$ cat src/pcs_pkg.sv
// Shared constants, register map and carrier types for the current sampler
package pcs_pkg;

  // ---------------------------------------------------------------
  // Widths
  // ---------------------------------------------------------------
  localparam int DW = 16;
  localparam int AW = 12;
  localparam int CW = 14;

  // ---------------------------------------------------------------
  // Timing: 96 MHz tick made from the 125 MHz bus clock
  // ---------------------------------------------------------------
  localparam int CLK_MHZ        = 125;
  localparam int TICK_MHZ       = 96;
  localparam int TICK_PS        = 10417;
  localparam int PCLK_OFS_PS    = 41668;
  localparam logic [15:0] PCLK_OFS_TICKS = 16'((PCLK_OFS_PS + TICK_PS - 1) / TICK_PS);

  // ---------------------------------------------------------------
  // Register byte offsets
  // ---------------------------------------------------------------
  localparam logic [7:0] A_CTRL   = 8'h00;
  localparam logic [7:0] A_GUARD  = 8'h04;
  localparam logic [7:0] A_DELAY  = 8'h08;
  localparam logic [7:0] A_MINP   = 8'h0c;
  localparam logic [7:0] A_PERIOD = 8'h10;
  localparam logic [7:0] A_STATUS = 8'h14;
  localparam logic [7:0] A_POINTS = 8'h18;
  localparam logic [7:0] A_CUR_UV = 8'h1c;
  localparam logic [7:0] A_CUR_W  = 8'h20;

  // ---------------------------------------------------------------
  // Field positions
  // ---------------------------------------------------------------
  localparam int B_EN     = 0;
  localparam int B_SINGLE = 1;
  localparam int B_THREE  = 2;
  localparam int B_MINP   = 3;
  localparam int B_OVR    = 3;

  // ---------------------------------------------------------------
  // Reset values (in ticks)
  // ---------------------------------------------------------------
  localparam logic [15:0] RST_PERIOD = 16'h12c0;
  localparam logic [15:0] RST_GUARD  = 16'h0060;
  localparam logic [15:0] RST_MINP   = 16'h0060;
  localparam logic [15:0] RST_DELAY  = 16'h0000;

  // ---------------------------------------------------------------
  // ADC channel codes and sequencer states
  // ---------------------------------------------------------------
  localparam logic [1:0] CH_U  = 2'h0;
  localparam logic [1:0] CH_V  = 2'h1;
  localparam logic [1:0] CH_W  = 2'h2;
  localparam logic [1:0] CH_SH = 2'h3;

  typedef enum logic [2:0] {
    S_IDLE  = 3'b000,
    S_WAIT1 = 3'b001,
    S_CONV1 = 3'b010,
    S_WAIT2 = 3'b011,
    S_CONV2 = 3'b100,
    S_CONV3 = 3'b101,
    S_DONE  = 3'b110
  } pcs_state_t;

  typedef struct packed {
    logic minp;
    logic three;
    logic single;
    logic en;
  } pcs_cfg_t;

  typedef struct packed {
    logic [DW-1:0] u;
    logic [DW-1:0] v;
    logic [DW-1:0] w;
  } pcs_duty_t;

  typedef struct packed {
    logic signed [CW-1:0] u;
    logic signed [CW-1:0] v;
    logic signed [CW-1:0] w;
  } pcs_cur_t;

endpackage

$ cat src/pcs_tick_gen.sv
// Fractional divider giving one-cycle tick enables at the timing rate
`timescale 1ns/10ps
`default_nettype none
module pcs_tick_gen #(
  parameter int INC = 96,
  parameter int MOD = 125
) (
  // Clock and reset
  input  wire logic hclk,
  input  wire logic hresetn,
  // Tick enable
  output var  logic tick
);
  generate
    if (INC < 1 || INC >= MOD || MOD > 255) begin : g_bad
      $error("pcs_tick_gen: INC must lie in 1..MOD-1, MOD at most 255");
    end
  endgenerate

  localparam logic [8:0] INC9 = 9'(INC);
  localparam logic [8:0] MOD9 = 9'(MOD);

  logic [8:0] acc_ff;
  logic [8:0] nxt_acc;

  assign nxt_acc = acc_ff + INC9;

  always_ff @(posedge hclk or negedge hresetn) begin
    if (!hresetn) begin
      acc_ff <= 9'h000;
      tick   <= 1'b0;
    end else if (nxt_acc >= MOD9) begin
      acc_ff <= nxt_acc - MOD9;
      tick   <= 1'b1;
    end else begin
      acc_ff <= nxt_acc;
      tick   <= 1'b0;
    end
  end
endmodule
`default_nettype wire

$ cat src/pcs_phase_map.sv
// Sector decode: which phase leads, which trails, and their on-times
`timescale 1ns/10ps
`default_nettype none
module pcs_phase_map (
  // Inputs
  input  wire logic [2:0]         sector,
  input  wire pcs_pkg::pcs_duty_t duty,
  // Ordered on-times
  output var  logic [1:0]         hi_idx,
  output var  logic [1:0]         lo_idx,
  output var  logic [15:0]        d_hi,
  output var  logic [15:0]        d_mid,
  output var  logic [15:0]        d_lo
);
  import pcs_pkg::*;

  function automatic logic [15:0] pick(input pcs_duty_t d, input logic [1:0] i);
    return (i == 2'h0) ? d.u : (i == 2'h1) ? d.v : d.w;
  endfunction

  always_comb begin
    unique case (sector)
      3'h2:    begin hi_idx = 2'h1; lo_idx = 2'h2; end
      3'h3:    begin hi_idx = 2'h1; lo_idx = 2'h0; end
      3'h4:    begin hi_idx = 2'h2; lo_idx = 2'h0; end
      3'h5:    begin hi_idx = 2'h2; lo_idx = 2'h1; end
      3'h6:    begin hi_idx = 2'h0; lo_idx = 2'h1; end
      default: begin hi_idx = 2'h0; lo_idx = 2'h2; end
    endcase
    d_hi  = pick(duty, hi_idx);
    d_lo  = pick(duty, lo_idx);
    d_mid = pick(duty, 2'h3 - hi_idx - lo_idx);
  end
endmodule
`default_nettype wire

$ cat src/pcs_sampler.sv
// PWM-synchronous phase current sampler with AHB-Lite register slave
// Functional notes
// - Fresh phase current set every PWM cycle
// - Leg-shunt or single DC-link shunt configurations
// - Two-phase leg: sample U,V; W negative sum
// - Three-phase leg: sample U, V and W
// - Leg samples inside low zero vector
// - Guard band caps leg on-time at period minus guard
// - Leg U sample at delay plus four ticks
// - Signed sample delay in ticks
// - Leg V sample right after U completes
// - Shunt: one sample per active vector, sector map
// - First shunt sample mid vector plus delay
// - Second shunt sample mid vector plus delay
// - Late sample points pulled before cycle end
// - Shunt: minimum pulse lengthens short active vectors
// - Minimum pulse moves sample points to mid of lengthened vectors
//
// Chosen here: the AHB-Lite slave port and the register addresses.
`timescale 1ns/10ps
`default_nettype none
module pcs_sampler (
  // Clock and reset
  input  wire logic               hclk,
  input  wire logic               hresetn,
  // AHB-Lite slave
  input  wire logic               hsel,
  input  wire logic [31:0]        haddr,
  input  wire logic [1:0]         htrans,
  input  wire logic [2:0]         hsize,
  input  wire logic               hwrite,
  input  wire logic [31:0]        hwdata,
  input  wire logic               hready,
  output var  logic               hreadyout,
  output var  logic               hresp,
  output var  logic [31:0]        hrdata,
  // PWM generator
  input  wire pcs_pkg::pcs_duty_t duty_req,
  input  wire logic [2:0]         sector,
  output var  pcs_pkg::pcs_duty_t duty_out,
  output var  logic               cycle_start,
  // ADC
  output var  logic               adc_start,
  output var  logic [1:0]         adc_chan,
  input  wire logic               adc_done,
  input  wire logic [11:0]        adc_result,
  // Control loop
  output var  pcs_pkg::pcs_cur_t  cur,
  output var  logic               cur_valid,
  output var  logic [15:0]        first_sense_point,
  output var  logic [15:0]        second_sense_point
);
  import pcs_pkg::*;

  // ---------------------------------------------------------------
  // Helpers
  // ---------------------------------------------------------------
  function automatic logic [15:0] umin(input logic [15:0] a, input logic [15:0] b);
    return (a < b) ? a : b;
  endfunction

  function automatic logic [15:0] usub(input logic [15:0] a, input logic [15:0] b);
    return (a > b) ? a - b : 16'h0000;
  endfunction

  function automatic logic [15:0] clampp(input logic signed [17:0] p,
                                         input logic [15:0] lim);
    if (p < 0)
      return 16'h0000;
    else if (p > $signed({2'b00, lim}))
      return lim;
    else
      return p[15:0];
  endfunction

  function automatic pcs_cur_t recon(input pcs_cfg_t c, input logic [1:0] hi,
                                     input logic [1:0] lo, input logic signed [11:0] a,
                                     input logic signed [11:0] b,
                                     input logic signed [11:0] w);
    logic signed [13:0] ax;
    logic signed [13:0] bx;
    logic signed [13:0] wx;
    logic signed [13:0] r [3];
    pcs_cur_t           o;
    ax = 14'(a);
    bx = 14'(b);
    wx = 14'(w);
    if (c.single) begin
      r[0] = bx - ax;
      r[1] = bx - ax;
      r[2] = bx - ax;
      r[hi] = ax;
      r[lo] = -bx;
    end else begin
      r[0] = ax;
      r[1] = bx;
      r[2] = c.three ? wx : -(ax + bx);
    end
    o.u = r[0];
    o.v = r[1];
    o.w = r[2];
    return o;
  endfunction

  // ---------------------------------------------------------------
  // Registers and state
  // ---------------------------------------------------------------
  pcs_cfg_t           ctrl_ff;
  pcs_cfg_t           cfg_ff;
  logic [15:0]        guard_ff;
  logic signed [15:0] delay_ff;
  logic [15:0]        minp_ff;
  logic [15:0]        period_ff;
  logic               overrun_ff;
  logic [7:0]         addr_ff;
  logic               wr_ff;
  logic [15:0]        cnt_ff;
  logic [2:0]         sector_ff;
  logic [1:0]         hi_idx_ff;
  logic [1:0]         lo_idx_ff;
  logic signed [11:0] s1_ff;
  logic signed [11:0] s2_ff;
  pcs_state_t         state_ff;
  pcs_state_t         nxt_state;
  logic               nxt_start;
  logic [1:0]         nxt_chan;
  logic               fin;
  logic               ovr_set;
  logic               tick;
  logic               cyc;
  logic               acc_rd;
  logic [31:0]        rd_mux;
  logic [15:0]        lim_leg;
  logic [15:0]        lim_ss;
  logic [15:0]        cap;
  pcs_duty_t          dcl;
  pcs_duty_t          nxt_duty;
  logic [1:0]         hi_idx;
  logic [1:0]         lo_idx;
  logic [15:0]        d_hi;
  logic [15:0]        d_mid;
  logic [15:0]        d_lo;
  logic [15:0]        hi2;
  logic [15:0]        lo2;
  logic [16:0]        two_min;
  logic [16:0]        hi_sum;
  logic [15:0]        t1n;
  logic [15:0]        t2n;
  logic signed [17:0] p1;
  logic signed [17:0] p2;
  logic [15:0]        legp;
  logic [15:0]        nxt_pt1;
  logic [15:0]        nxt_pt2;

  // ---------------------------------------------------------------
  // Tick base and sector decode
  // ---------------------------------------------------------------
  pcs_tick_gen #(.INC(TICK_MHZ), .MOD(CLK_MHZ)) u_tick (
    .hclk    (hclk),
    .hresetn (hresetn),
    .tick    (tick)
  );

  assign dcl.u = umin(duty_req.u, period_ff);
  assign dcl.v = umin(duty_req.v, period_ff);
  assign dcl.w = umin(duty_req.w, period_ff);

  pcs_phase_map u_map (
    .sector (sector),
    .duty   (dcl),
    .hi_idx (hi_idx),
    .lo_idx (lo_idx),
    .d_hi   (d_hi),
    .d_mid  (d_mid),
    .d_lo   (d_lo)
  );

  // ---------------------------------------------------------------
  // AHB-Lite slave, zero wait states
  // ---------------------------------------------------------------
  assign acc_rd = hready && hsel && htrans[1] && !hwrite;

  always_comb begin
    unique case (haddr[7:0])
      A_CTRL:   rd_mux = {28'h0, ctrl_ff};
      A_GUARD:  rd_mux = {16'h0, guard_ff};
      A_DELAY:  rd_mux = {16'h0, delay_ff};
      A_MINP:   rd_mux = {16'h0, minp_ff};
      A_PERIOD: rd_mux = {16'h0, period_ff};
      A_STATUS: rd_mux = {24'h0, state_ff, 1'b0, overrun_ff, sector_ff};
      A_POINTS: rd_mux = {second_sense_point, first_sense_point};
      A_CUR_UV: rd_mux = {2'h0, cur.v, 2'h0, cur.u};
      A_CUR_W:  rd_mux = {18'h0, cur.w};
      default:  rd_mux = 32'h0000_0000;
    endcase
  end

  always_ff @(posedge hclk or negedge hresetn) begin
    if (!hresetn) begin
      wr_ff     <= 1'b0;
      addr_ff   <= 8'h00;
      hrdata    <= 32'h0000_0000;
      hreadyout <= 1'b1;
      hresp     <= 1'b0;
    end else begin
      wr_ff     <= hready && hsel && htrans[1] && hwrite;
      hreadyout <= 1'b1;
      hresp     <= 1'b0;
      if (hready && hsel && htrans[1])
        addr_ff <= haddr[7:0];
      if (acc_rd)
        hrdata <= rd_mux;
    end
  end

  // Software settings; mode bits only change while stopped
  always_ff @(posedge hclk or negedge hresetn) begin
    if (!hresetn) begin
      ctrl_ff   <= '0;
      guard_ff  <= RST_GUARD;
      delay_ff  <= RST_DELAY;
      minp_ff   <= RST_MINP;
      period_ff <= RST_PERIOD;
    end else if (wr_ff) begin
      unique case (addr_ff)
        A_CTRL: begin
          ctrl_ff.en <= hwdata[B_EN];
          if (!ctrl_ff.en) begin
            ctrl_ff.single <= hwdata[B_SINGLE];
            ctrl_ff.three  <= hwdata[B_THREE];
            ctrl_ff.minp   <= hwdata[B_MINP];
          end
        end
        A_GUARD:  guard_ff  <= hwdata[15:0];
        A_DELAY:  delay_ff  <= hwdata[15:0];
        A_MINP:   minp_ff   <= hwdata[15:0];
        A_PERIOD: period_ff <= hwdata[15:0];
        default:  ;
      endcase
    end
  end

  // Sticky overrun: a new set wins over a write-one clear
  always_ff @(posedge hclk or negedge hresetn) begin
    if (!hresetn)
      overrun_ff <= 1'b0;
    else if (ovr_set)
      overrun_ff <= 1'b1;
    else if (wr_ff && addr_ff == A_STATUS && hwdata[B_OVR])
      overrun_ff <= 1'b0;
  end

  // ---------------------------------------------------------------
  // PWM timebase in ticks
  // ---------------------------------------------------------------
  assign lim_leg = usub(period_ff, 16'h0001);
  assign lim_ss  = usub(period_ff, 16'h0002);
  assign cyc     = ctrl_ff.en && tick && (cnt_ff >= lim_leg);

  always_ff @(posedge hclk or negedge hresetn) begin
    if (!hresetn) begin
      cnt_ff      <= 16'h0000;
      cycle_start <= 1'b0;
    end else begin
      cycle_start <= cyc;
      if (!ctrl_ff.en)
        cnt_ff <= 16'h0000;
      else if (tick)
        cnt_ff <= cyc ? 16'h0000 : cnt_ff + 16'h0001;
    end
  end

  // ---------------------------------------------------------------
  // Per-cycle on-time limits and sample points
  // ---------------------------------------------------------------
  always_comb begin
    cap     = usub(period_ff, guard_ff);
    two_min = {minp_ff, 1'b0};
    hi_sum  = {1'b0, d_mid} + two_min;
    hi2     = d_hi;
    lo2     = d_lo;
    if (ctrl_ff.minp && (usub(d_hi, d_mid) >> 1) < minp_ff)
      hi2 = (hi_sum > {1'b0, period_ff}) ? period_ff : hi_sum[15:0];
    if (ctrl_ff.minp && (usub(d_mid, d_lo) >> 1) < minp_ff)
      lo2 = ({1'b0, d_mid} > two_min) ? d_mid - two_min[15:0] : 16'h0000;
    t1n = usub(hi2, d_mid) >> 1;
    t2n = usub(d_mid, lo2) >> 1;
    p1  = $signed({2'b00, usub(period_ff, hi2) >> 1})
        + $signed({3'b000, t1n[15:1]}) + 18'(delay_ff);
    p2  = $signed({2'b00, usub(period_ff, d_mid) >> 1})
        + $signed({3'b000, t2n[15:1]}) + 18'(delay_ff);
    legp = clampp($signed({2'b00, PCLK_OFS_TICKS}) + 18'(delay_ff), lim_leg);
    if (ctrl_ff.single) begin
      nxt_duty = dcl;
      nxt_pt1  = clampp(p1, lim_ss);
      nxt_pt2  = clampp(p2, lim_ss);
      unique case (hi_idx)
        2'h0:    nxt_duty.u = hi2;
        2'h1:    nxt_duty.v = hi2;
        default: nxt_duty.w = hi2;
      endcase
      unique case (lo_idx)
        2'h0:    nxt_duty.u = lo2;
        2'h1:    nxt_duty.v = lo2;
        default: nxt_duty.w = lo2;
      endcase
    end else begin
      nxt_duty.u = umin(dcl.u, cap);
      nxt_duty.v = umin(dcl.v, cap);
      nxt_duty.w = umin(dcl.w, cap);
      nxt_pt1    = legp;
      nxt_pt2    = legp;
    end
  end

  always_ff @(posedge hclk or negedge hresetn) begin
    if (!hresetn) begin
      cfg_ff             <= '0;
      duty_out           <= '0;
      first_sense_point  <= 16'h0000;
      second_sense_point <= 16'h0000;
      sector_ff          <= 3'h0;
      hi_idx_ff          <= 2'h0;
      lo_idx_ff          <= 2'h0;
    end else if (cyc) begin
      cfg_ff             <= ctrl_ff;
      duty_out           <= nxt_duty;
      first_sense_point  <= nxt_pt1;
      second_sense_point <= nxt_pt2;
      sector_ff          <= sector;
      hi_idx_ff          <= hi_idx;
      lo_idx_ff          <= lo_idx;
    end
  end

  // ---------------------------------------------------------------
  // ADC sequencer
  // ---------------------------------------------------------------
  always_comb begin
    nxt_state = state_ff;
    nxt_start = 1'b0;
    nxt_chan  = adc_chan;
    fin       = 1'b0;
    ovr_set   = cyc && !(state_ff == S_IDLE || state_ff == S_DONE);
    if (!ctrl_ff.en)
      nxt_state = S_IDLE;
    else if (cyc)
      nxt_state = S_WAIT1;
    else begin
      unique case (state_ff)
        S_IDLE, S_DONE: ;
        S_WAIT1:
          if (cnt_ff >= first_sense_point) begin
            nxt_start = 1'b1;
            nxt_chan  = cfg_ff.single ? CH_SH : CH_U;
            nxt_state = S_CONV1;
          end
        S_CONV1:
          if (adc_done) begin
            if (cfg_ff.single)
              nxt_state = S_WAIT2;
            else begin
              nxt_start = 1'b1;
              nxt_chan  = CH_V;
              nxt_state = S_CONV2;
            end
          end
        S_WAIT2:
          if (cnt_ff >= second_sense_point) begin
            nxt_start = 1'b1;
            nxt_chan  = CH_SH;
            nxt_state = S_CONV2;
          end
        S_CONV2:
          if (adc_done) begin
            if (!cfg_ff.single && cfg_ff.three) begin
              nxt_start = 1'b1;
              nxt_chan  = CH_W;
              nxt_state = S_CONV3;
            end else begin
              fin       = 1'b1;
              nxt_state = S_DONE;
            end
          end
        S_CONV3:
          if (adc_done) begin
            fin       = 1'b1;
            nxt_state = S_DONE;
          end
        default: nxt_state = S_IDLE;
      endcase
    end
  end

  always_ff @(posedge hclk or negedge hresetn) begin
    if (!hresetn) begin
      state_ff  <= S_IDLE;
      adc_start <= 1'b0;
      adc_chan  <= CH_U;
    end else begin
      state_ff  <= nxt_state;
      adc_start <= nxt_start;
      adc_chan  <= nxt_chan;
    end
  end

  always_ff @(posedge hclk or negedge hresetn) begin
    if (!hresetn) begin
      s1_ff <= 12'sh000;
      s2_ff <= 12'sh000;
    end else if (adc_done) begin
      if (state_ff == S_CONV1)
        s1_ff <= adc_result;
      if (state_ff == S_CONV2)
        s2_ff <= adc_result;
    end
  end

  // Phase currents latched once the last conversion of the cycle ends
  always_ff @(posedge hclk or negedge hresetn) begin
    if (!hresetn) begin
      cur       <= '0;
      cur_valid <= 1'b0;
    end else begin
      cur_valid <= fin;
      if (fin)
        cur <= recon(cfg_ff, hi_idx_ff, lo_idx_ff, s1_ff,
                     (state_ff == S_CONV2) ? adc_result : s2_ff, adc_result);
    end
  end
endmodule
`default_nettype wire

$ cat config.mk
export PLATFORM = sky130hd
export DESIGN_NAME = pcs_sampler
export DESIGN_NICKNAME = d
export VERILOG_FILES = /design/src/pcs_pkg.sv /design/src/pcs_tick_gen.sv /design/src/pcs_phase_map.sv /design/src/pcs_sampler.sv
export SDC_FILE = /design/constraint.sdc
export NUM_CORES = 2
export LEC_CHECK = 0
export BUFFER_PORTS_ARGS = -buffer_cell sky130_fd_sc_hd__buf_4
export CAP_MARGIN = 15
export CORE_MARGIN = 2
export CORE_UTILIZATION = 46
export CTS_BUF_LIST = sky130_fd_sc_hd__clkbuf_4 sky130_fd_sc_hd__clkbuf_8
export CTS_CLUSTER_DIAMETER = 120
export CTS_CLUSTER_SIZE = 30
export DETAILED_ROUTE_END_ITERATION = 12
export HOLD_SLACK_MARGIN = 0.03
export PLACE_DENSITY_LB_ADDON = 0.25
export SKIP_CTS_REPAIR_TIMING = 1
export SYNTH_ARGS = -nofsm -noshare
export SYNTH_HDL_FRONTEND = slang
export SYNTH_SLANG_ARGS = --single-unit
$ cat constraint.sdc
create_clock -name hclk -period 45.9 [get_ports hclk]
set_input_delay 9.18 -clock hclk [delete_from_list [all_inputs] [get_ports hclk]]
set_output_delay 9.18 -clock hclk [all_outputs]
set_load 0.01 [all_outputs]
* Word-level counts from Yosys, hierarchy flattened
Index checks and enable logic that the tools add are counted.
** Storage, ports and cells
- Bits in registers :: 299
- Bits of input ports :: 138
- Output and inout bits :: 161
- Word-level logic and storage cells :: 271
** Cells by class
- Add/sub/neg operators :: 25
- $lt $le $gt $ge :: 33
- Eq/ne operators :: 40
- Muxes and demuxes :: 92
- Bitwise gates (word level) :: 4
- Reduce and logical (&&, ||, !) cells :: 42
** Operators by type and width (count)
- 16-bit two-way mux :: 42
- 32-bit one-hot mux with 9 select lines :: 1
- 16-bit subtractor :: 8
- 16-bit > comparator :: 7
- 16-bit less-than comparator :: 6
- 42-bit bitwise mux :: 2
- 14-bit demux with 2-bit select :: 2
- 8-bit by 5-bit equality test with 1-bit output (second input constant) :: 6
- 16-bit >= comparator :: 3
- 48-bit two-way mux :: 1
- 14-bit two-way mux :: 3
- 42-bit two-way mux :: 1
- 17-bit by 16-bit adder with 18-bit output :: 2
- 18-bit by 17-bit > comparator with 1-bit output :: 2
- 18-bit by 1-bit less-than comparator with 1-bit output (second input constant) :: 2
- 15-bit by 14-bit adder with 16-bit output :: 2
- 8-bit by 4-bit equality test with 1-bit output (second input constant) :: 4
- 15-bit by 16-bit less-than comparator with 1-bit output :: 2
- 3-bit two-way mux :: 8
- 4-bit != test (second input constant) :: 5
- 3-bit equality test (second input constant) :: 6
- 3-bit one-hot mux with 6 select lines :: 1
- 16-bit by 17-bit adder with 17-bit output :: 1
- 4-bit by 16-bit adder with 17-bit output (first input constant) :: 1
- 51 further kinds :: 118

* Longest topological paths before layout
- Depth after elaboration :: 21
- Depth in mapped cells :: 85
- Mapped depth without buffers :: 77

* Hierarchy
From an unflattened synthesis, not the netlist that was laid out.
** Second synthesis, totals
- Cell total of the unflattened synthesis :: 4599
- Area, all modules :: 36242.3 um^2
** Modules (own cells, without submodules)
- pcs_sampler :: instances 1, cells an instance 4342, area an instance 33990.1 um^2, seq. area each 7241.9 um^2
- pcs_phase_map :: instances 1, cells an instance 208, area an instance 1689.1 um^2, seq. area each 0.0 um^2
- pcs_tick_gen :: instances 1, cells an instance 49, area an instance 563.0 um^2, seq. area each 250.2 um^2

* Worst setup path before layout
No wires, ideal clock.
- Path type :: input-to-reg
- From :: input duty_req[31] (netlist name)
- To :: register first_sense_point[10]
- Library setup time :: 0.087 ns
- Data arrival time :: 24.174 ns
- Data required time :: 45.813 ns
- Path slack :: 21.638 ns
- Cell stages on the path :: 78
- Buffers on the path :: 8
- Path through :: ha_1 and4_1 or3b_2 o31a_1 nand2_1 buf_1 mux2i_1 a21oi_1 a21o_1 inv_1 ha_1 nor2b_1 o21ai_0 o21ai_0 a21oi_1 o211a_1 or2_2 nand2_1 (+42 left out) mux2_2 nor3_2 ha_1 nand3_1 a21oi_1 nor3_1 ha_1 nand4_1 or4_1 nand3_1 nand2_1 a41o_1 o311a_1 nor2_1 clkbuf_1 clkbuf_1 nand3_1 a22oi_1
** On the way
- Word-level cells in the longest chain between the ends :: 17
- Elaborated cells on any way between the ends :: 28
- Classes of those cells :: 6 x add/sub; 8 x order compare; 13 x mux; 1 x reduce/logical
** RTL lines
- from (decl) :: RTL line pcs_sampler.sv:38 : input wire pcs_pkg::pcs_duty_t duty_req,
- 16-bit less-than comparator :: RTL line pcs_sampler.sv:59 : return (a < b) ? a : b;
- 16-bit two-way mux (*) :: RTL line pcs_sampler.sv:59
- 16-bit two-way mux (2 in a row) :: RTL line pcs_phase_map.sv:18 : return (i == 2'h0) ? d.u : (i == 2'h1) ? d.v : d.w;
- 16-bit subtractor or 16-bit > comparator (tied branches) :: RTL line pcs_sampler.sv:63 : return (a > b) ? a - b : 16'h0000;
- 16-bit two-way mux :: RTL line pcs_sampler.sv:63
- 15-bit by 16-bit less-than comparator with 1-bit output :: RTL line pcs_sampler.sv:282 : if (ctrl_ff.minp && (usub(d_hi, d_mid) >> 1) < minp_ff)
- 1-bit logical AND :: RTL line pcs_sampler.sv:282
- 16-bit two-way mux :: RTL line pcs_sampler.sv:282
- 16-bit subtractor or 16-bit > comparator (tied branches) :: RTL line pcs_sampler.sv:63
- 16-bit two-way mux :: RTL line pcs_sampler.sv:63
- 15-bit by 14-bit adder with 16-bit output (*) :: RTL line pcs_sampler.sv:289 : + $signed({3'b000, t1n[15:1]}) + 18'(delay_ff);
- 17-bit by 16-bit adder with 18-bit output (*) :: RTL line pcs_sampler.sv:289
- 18-bit by 17-bit > comparator with 1-bit output :: RTL line pcs_sampler.sv:70 : else if (p > $signed({2'b00, lim}))
- 16-bit two-way mux :: RTL line pcs_sampler.sv:70
- 16-bit two-way mux (*) :: RTL line pcs_sampler.sv:68 : if (p < 0)
- 16-bit two-way mux (*) :: RTL line pcs_sampler.sv:293 : if (ctrl_ff.single) begin
- to (signal assigned) :: RTL line pcs_sampler.sv:328 : first_sense_point <= nxt_pt1;
- to (decl) :: RTL line pcs_sampler.sv:50 : output var logic [15:0] first_sense_point,
Mark *: on every way between the ends. The rest lies on a longest branch, timed or not.
A chain may end at the register's enable or synchronous reset.

* Worst setup path after layout
- From :: input sector[2]
- To :: register first_sense_point[15]
** On the way
- Word-level cells in the longest chain between the ends :: 21
- Elaborated cells on any way between the ends :: 43
- Classes of those cells :: 8 x add/sub; 7 x order compare; 7 x eq/ne; 14 x mux; 7 x reduce/logical
** RTL lines
- from (decl) :: RTL line pcs_sampler.sv:39 : input wire logic [2:0] sector,
- 3-bit equality test or 3-bit by 2-bit equality test with 1-bit output (tied branches) :: RTL line pcs_phase_map.sv:22 : unique case (sector)
- 2-bit OR reduction (no line)
- 2-bit one-hot mux with 2 select lines (*) :: RTL line pcs_phase_map.sv:22
- net hi_idx[0] :: RTL line pcs_sampler.sv:138 : logic [1:0] hi_idx;
- 2-bit subtractor (2 in a row) :: RTL line pcs_phase_map.sv:32 : d_mid = pick(duty, 2'h3 - hi_idx - lo_idx);
- 2-bit by 1-bit equality test with 1-bit output :: RTL line pcs_phase_map.sv:18
- 16-bit two-way mux (2 in a row) :: RTL line pcs_phase_map.sv:18
- 16-bit subtractor or 16-bit > comparator (tied branches) :: RTL line pcs_sampler.sv:63
- (+4 left out)
- 16-bit subtractor or 16-bit > comparator (tied branches) :: RTL line pcs_sampler.sv:63
- 16-bit two-way mux :: RTL line pcs_sampler.sv:63
- 15-bit by 14-bit adder with 16-bit output (*) :: RTL line pcs_sampler.sv:289
- 17-bit by 16-bit adder with 18-bit output (*) :: RTL line pcs_sampler.sv:289
- 18-bit by 17-bit > comparator with 1-bit output :: RTL line pcs_sampler.sv:70
- 16-bit two-way mux :: RTL line pcs_sampler.sv:70
- 16-bit two-way mux (*) :: RTL line pcs_sampler.sv:68
- 16-bit two-way mux (*) :: RTL line pcs_sampler.sv:293
Mark *: on every way through the listed nets, which the timed path passes. The rest lies on a longest branch.

==> flow_metrics.env <==
export IMPL_peakVddDrop_v=0.0000315
export IMPL_syn_avg_cell_area_um2=7.83
export IMPL_grt_util_all_layers=0.418
export IMPL_core_um2=75900
export IMPL_async_flop_share=1.00
export IMPL_path_max_fanout=66
export IMPL_min_path_type="reg -> reg"
export IMPL_regMostFlops="duty_out"
export IMPL_drcViolationCount=0
export IMPL_synth_fp_nets=5135
export IMPL_cp_data_arrival_time_ns=28.19
export IMPL_drt_wl_total_um=168000
export IMPL_crit_slowest_cell="nor2_1"
export IMPL_firstDrtPassIters=9
export IMPL_fp_row_count=101
export IMPL_fin_nets=5318
export IMPL_power_density_nw_per_um2=39.1
export IMPL_crit_type="in -> reg"
export IMPL_ios=299
export IMPL_max_freq_ghz=0.0362
export IMPL_drt_iter0_drc=4108
export IMPL_min_period_over_period=0.602
export IMPL_syn2layout_area_growth_pct=10.8
export IMPL_status="finished, final reports clean"
export IMPL_drive_above_1_share=0.121
export IMPL_portBuffers=252
export IMPL_fin_skew_ns=0.0614
export IMPL_tightest_slew_ns=1.22
export IMPL_synth_cell_types=101
export IMPL_slew_violations=0
export IMPL_finalSetupViolCount=0
export IMPL_cts_tree="yes"
export IMPL_synth_edf_count=0
export IMPL_synth_seq_cells=299
export IMPL_grt_pass1_wl_um=240000
export IMPL_clock_path_buffers=3
export IMPL_cp_start_kind="input pin"
export IMPL_cts_clk_slew_worst_paths_ns=0.18
export IMPL_grt_pass1_vias=34700
export IMPL_min_period_ns=27.65
export IMPL_cts_num_sinks=299
export IMPL_max_stage_delay_ns=0.86
export IMPL_clockRootBuffer="clkbuf_8"
export IMPL_setup_ws_ns=18.25
export IMPL_required_ns=46.43
export IMPL_nFillCells=7470
export IMPL_place_hpwl_um=131000
export IMPL_tns_ns=0
export IMPL_start_util=0.465
export IMPL_cap_violations=0
export IMPL_cp_end_kind="flip-flop"
export IMPL_syn_inst=4510
export IMPL_drtAntennaViolNets=0
export IMPL_fp_dieW_um=281
export IMPL_die_y_um=281
export IMPL_slew_headroom=0.178
export IMPL_numCtsBuffers=17
export IMPL_synthFlopType="dfrtp_1"
export IMPL_hold_viol=0
export IMPL_synth_warnings=0
export IMPL_grt_max_degree=158
export IMPL_antenna_found_initial=9
export IMPL_gr_total_overflow=0
export IMPL_syn_area_um2=35300
export IMPL_wl_per_cell_um=29.2
export IMPL_reg_top3="duty_out x48, cur x42, hrdata x32"
export IMPL_routed_via_density=6.39
export IMPL_ys_seq_area_frac=0.212
export IMPL_largest_reg_flops=48
export IMPL_place_ws_ns=17.99
export IMPL_leakagePower_nw=19.0
export IMPL_vias=36700
export IMPL_clk_latency_ns=0.71
export IMPL_place_gp_congestion=1.13
export IMPL_htreeDepth=1
export IMPL_rsz0062_at_grt="false"
export IMPL_cpMostUsedCell="a21oi_1"
export IMPL_dieArea_um2=79000
-- kinds of logic after synthesis --
family	Yosys count	share of synthesized area
fa+ha+maj	493	0.176
xor+xnor	234	0.0586
other cells	2	0.000213
simple gates	1348	0.175
compound gates	1401	0.263
flops	299	0.212
buf+inv	551	0.0593
mux	182	0.0548
-- synth_stat cells, types with 13 or more instances --
| library cell | number | area share |
|---|---|---|
| o211ai_1 | 55 | 0.012 |
| dfrtp_1 | 291 | 0.21 |
| and3_1 | 19 | 0.0034 |
| xor2_1 | 76 | 0.019 |
| nand4_1 | 55 | 0.0097 |
| nand2_1 | 442 | 0.047 |
| mux2i_1 | 97 | 0.028 |
| a31oi_1 | 35 | 0.0062 |
| a2111oi_0 | 15 | 0.0037 |
| a21boi_0 | 29 | 0.0062 |
| a22oi_1 | 35 | 0.0074 |
| a21o_1 | 127 | 0.027 |
| ha_1 | 477 | 0.17 |
| o22ai_1 | 48 | 0.0085 |
| nor3b_1 | 14 | 0.0030 |
| inv_1 | 349 | 0.037 |
| nand3_1 | 101 | 0.014 |
| a221oi_1 | 48 | 0.012 |
| mux2_2 | 82 | 0.026 |
| and2_1 | 27 | 0.0048 |
| o21bai_1 | 45 | 0.0096 |
| o21ai_0 | 332 | 0.047 |
| o221ai_1 | 27 | 0.0067 |
| o31ai_1 | 23 | 0.0049 |
| buf_1 | 19 | 0.0020 |
| or3_1 | 23 | 0.0041 |
| nand2b_1 | 61 | 0.011 |
| o221a_2 | 18 | 0.0057 |
| a211oi_1 | 51 | 0.011 |
| nor2_1 | 409 | 0.043 |
| a222oi_1 | 22 | 0.0062 |
| nor2b_1 | 40 | 0.0071 |
| a21oi_1 | 312 | 0.044 |
| or2_2 | 15 | 0.0027 |
| nor4_1 | 14 | 0.0025 |
| nand3b_1 | 13 | 0.0028 |
| xnor2_1 | 157 | 0.039 |
| nor3_1 | 85 | 0.012 |
| o21a_1 | 53 | 0.011 |
| clkbuf_1 | 165 | 0.018 |
-- through the flow --
stage          total power, mW  instance area (µm²)  cells   util  hold WS, ns
2_1_floorplan             1.02                35300   4510      -        0.446
6_report                  1.53                39100   5739  0.515        0.491
3_5_place_dp              1.34                38700   5700  0.509        0.463
5_1_grt                   1.63                39100   5733  0.515        0.526
3_3_place_gp              1.33                38700   5700  0.509        0.455
4_1_cts                   1.50                39100   5729  0.514        0.494
-- power by group --
group	internal [mW]	switching, mW
sequential	0.278	0.0209
clock	0.0437	0.111
combinational	0.406	0.670
total	0.728	0.802
-- cells in the final DEF (no fill, tap or decap), types with 45 or more instances in the layout --
| master | instances |
|---|---|
| ha_1 | 477 |
| nand2_1 | 442 |
| nor2_1 | 404 |
| buf_4 | 352 |
| inv_1 | 348 |
| o21ai_0 | 329 |
| a21oi_1 | 312 |
| dfrtp_1 | 290 |
| xnor2_1 | 156 |
| a21o_1 | 127 |
| nand3_1 | 101 |
| mux2i_1 | 95 |
| mux2_2 | 82 |
| nor3_1 | 80 |
| xor2_1 | 76 |
| nand2b_1 | 61 |
| nand4_1 | 55 |
| o211ai_1 | 55 |
| o21a_1 | 53 |
| a211oi_1 | 51 |
| a221oi_1 | 48 |
| o22ai_1 | 46 |
| o21bai_1 | 45 |
-- cell type report --
type	count	area [µm²]	area share
antenna	6	15.0	0.000384
clock buffer	19	249	0.00636
clock inverter	10	156	0.00400
inverter	358	1340	0.0343
multi-input combinational	3660	25900	0.661
sequential	299	7490	0.192
tap	1030	1290	0.0329
timing repair buffer	357	2720	0.0695
-- critical path, delay by kind of cell --
family | cells | cell delay, ns
AOI/OAI and AO/OA | 35 | 8.54
and+or+nand+nor | 22 | 4.24
adders and majority gates | 8 | 2.83
buffers and inverters | 7 | 2.48
xor gates and xnor gates | 1 | 0.57
muxes | 1 | 0.29
-- layer usage --
layer | vias up | routed length (µm) | track usage
li1 | 16700 | - | -
met1 | 17300 | 63100 | 0.500
met2 | 2047 | 72000 | 0.647
met3 | 611 | 15800 | 0.0867
met4 | 4 | 16700 | 0.342
met5 | - | 30 | 0
-- final timing paths --
path	startpoint	to	slack, ns	cells after the start
worst max-delay path	sector[2]	first_sense_point[15]	18.25	74
worst min-delay path	u_tick.acc_ff[4]	u_tick.acc_ff[4]	0.49	1
worst max register to register	period_ff[6]	first_sense_point[15]	25.58	75
worst min register to register	u_tick.acc_ff[4]	u_tick.acc_ff[4]	0.49	1
max in group asynchronous	hresetn	first_sense_point[11]	35.17	3
min in group asynchronous	hresetn	duty_out[33]	8.45	1
Note: power is estimated with default switching activity, not from simulation.
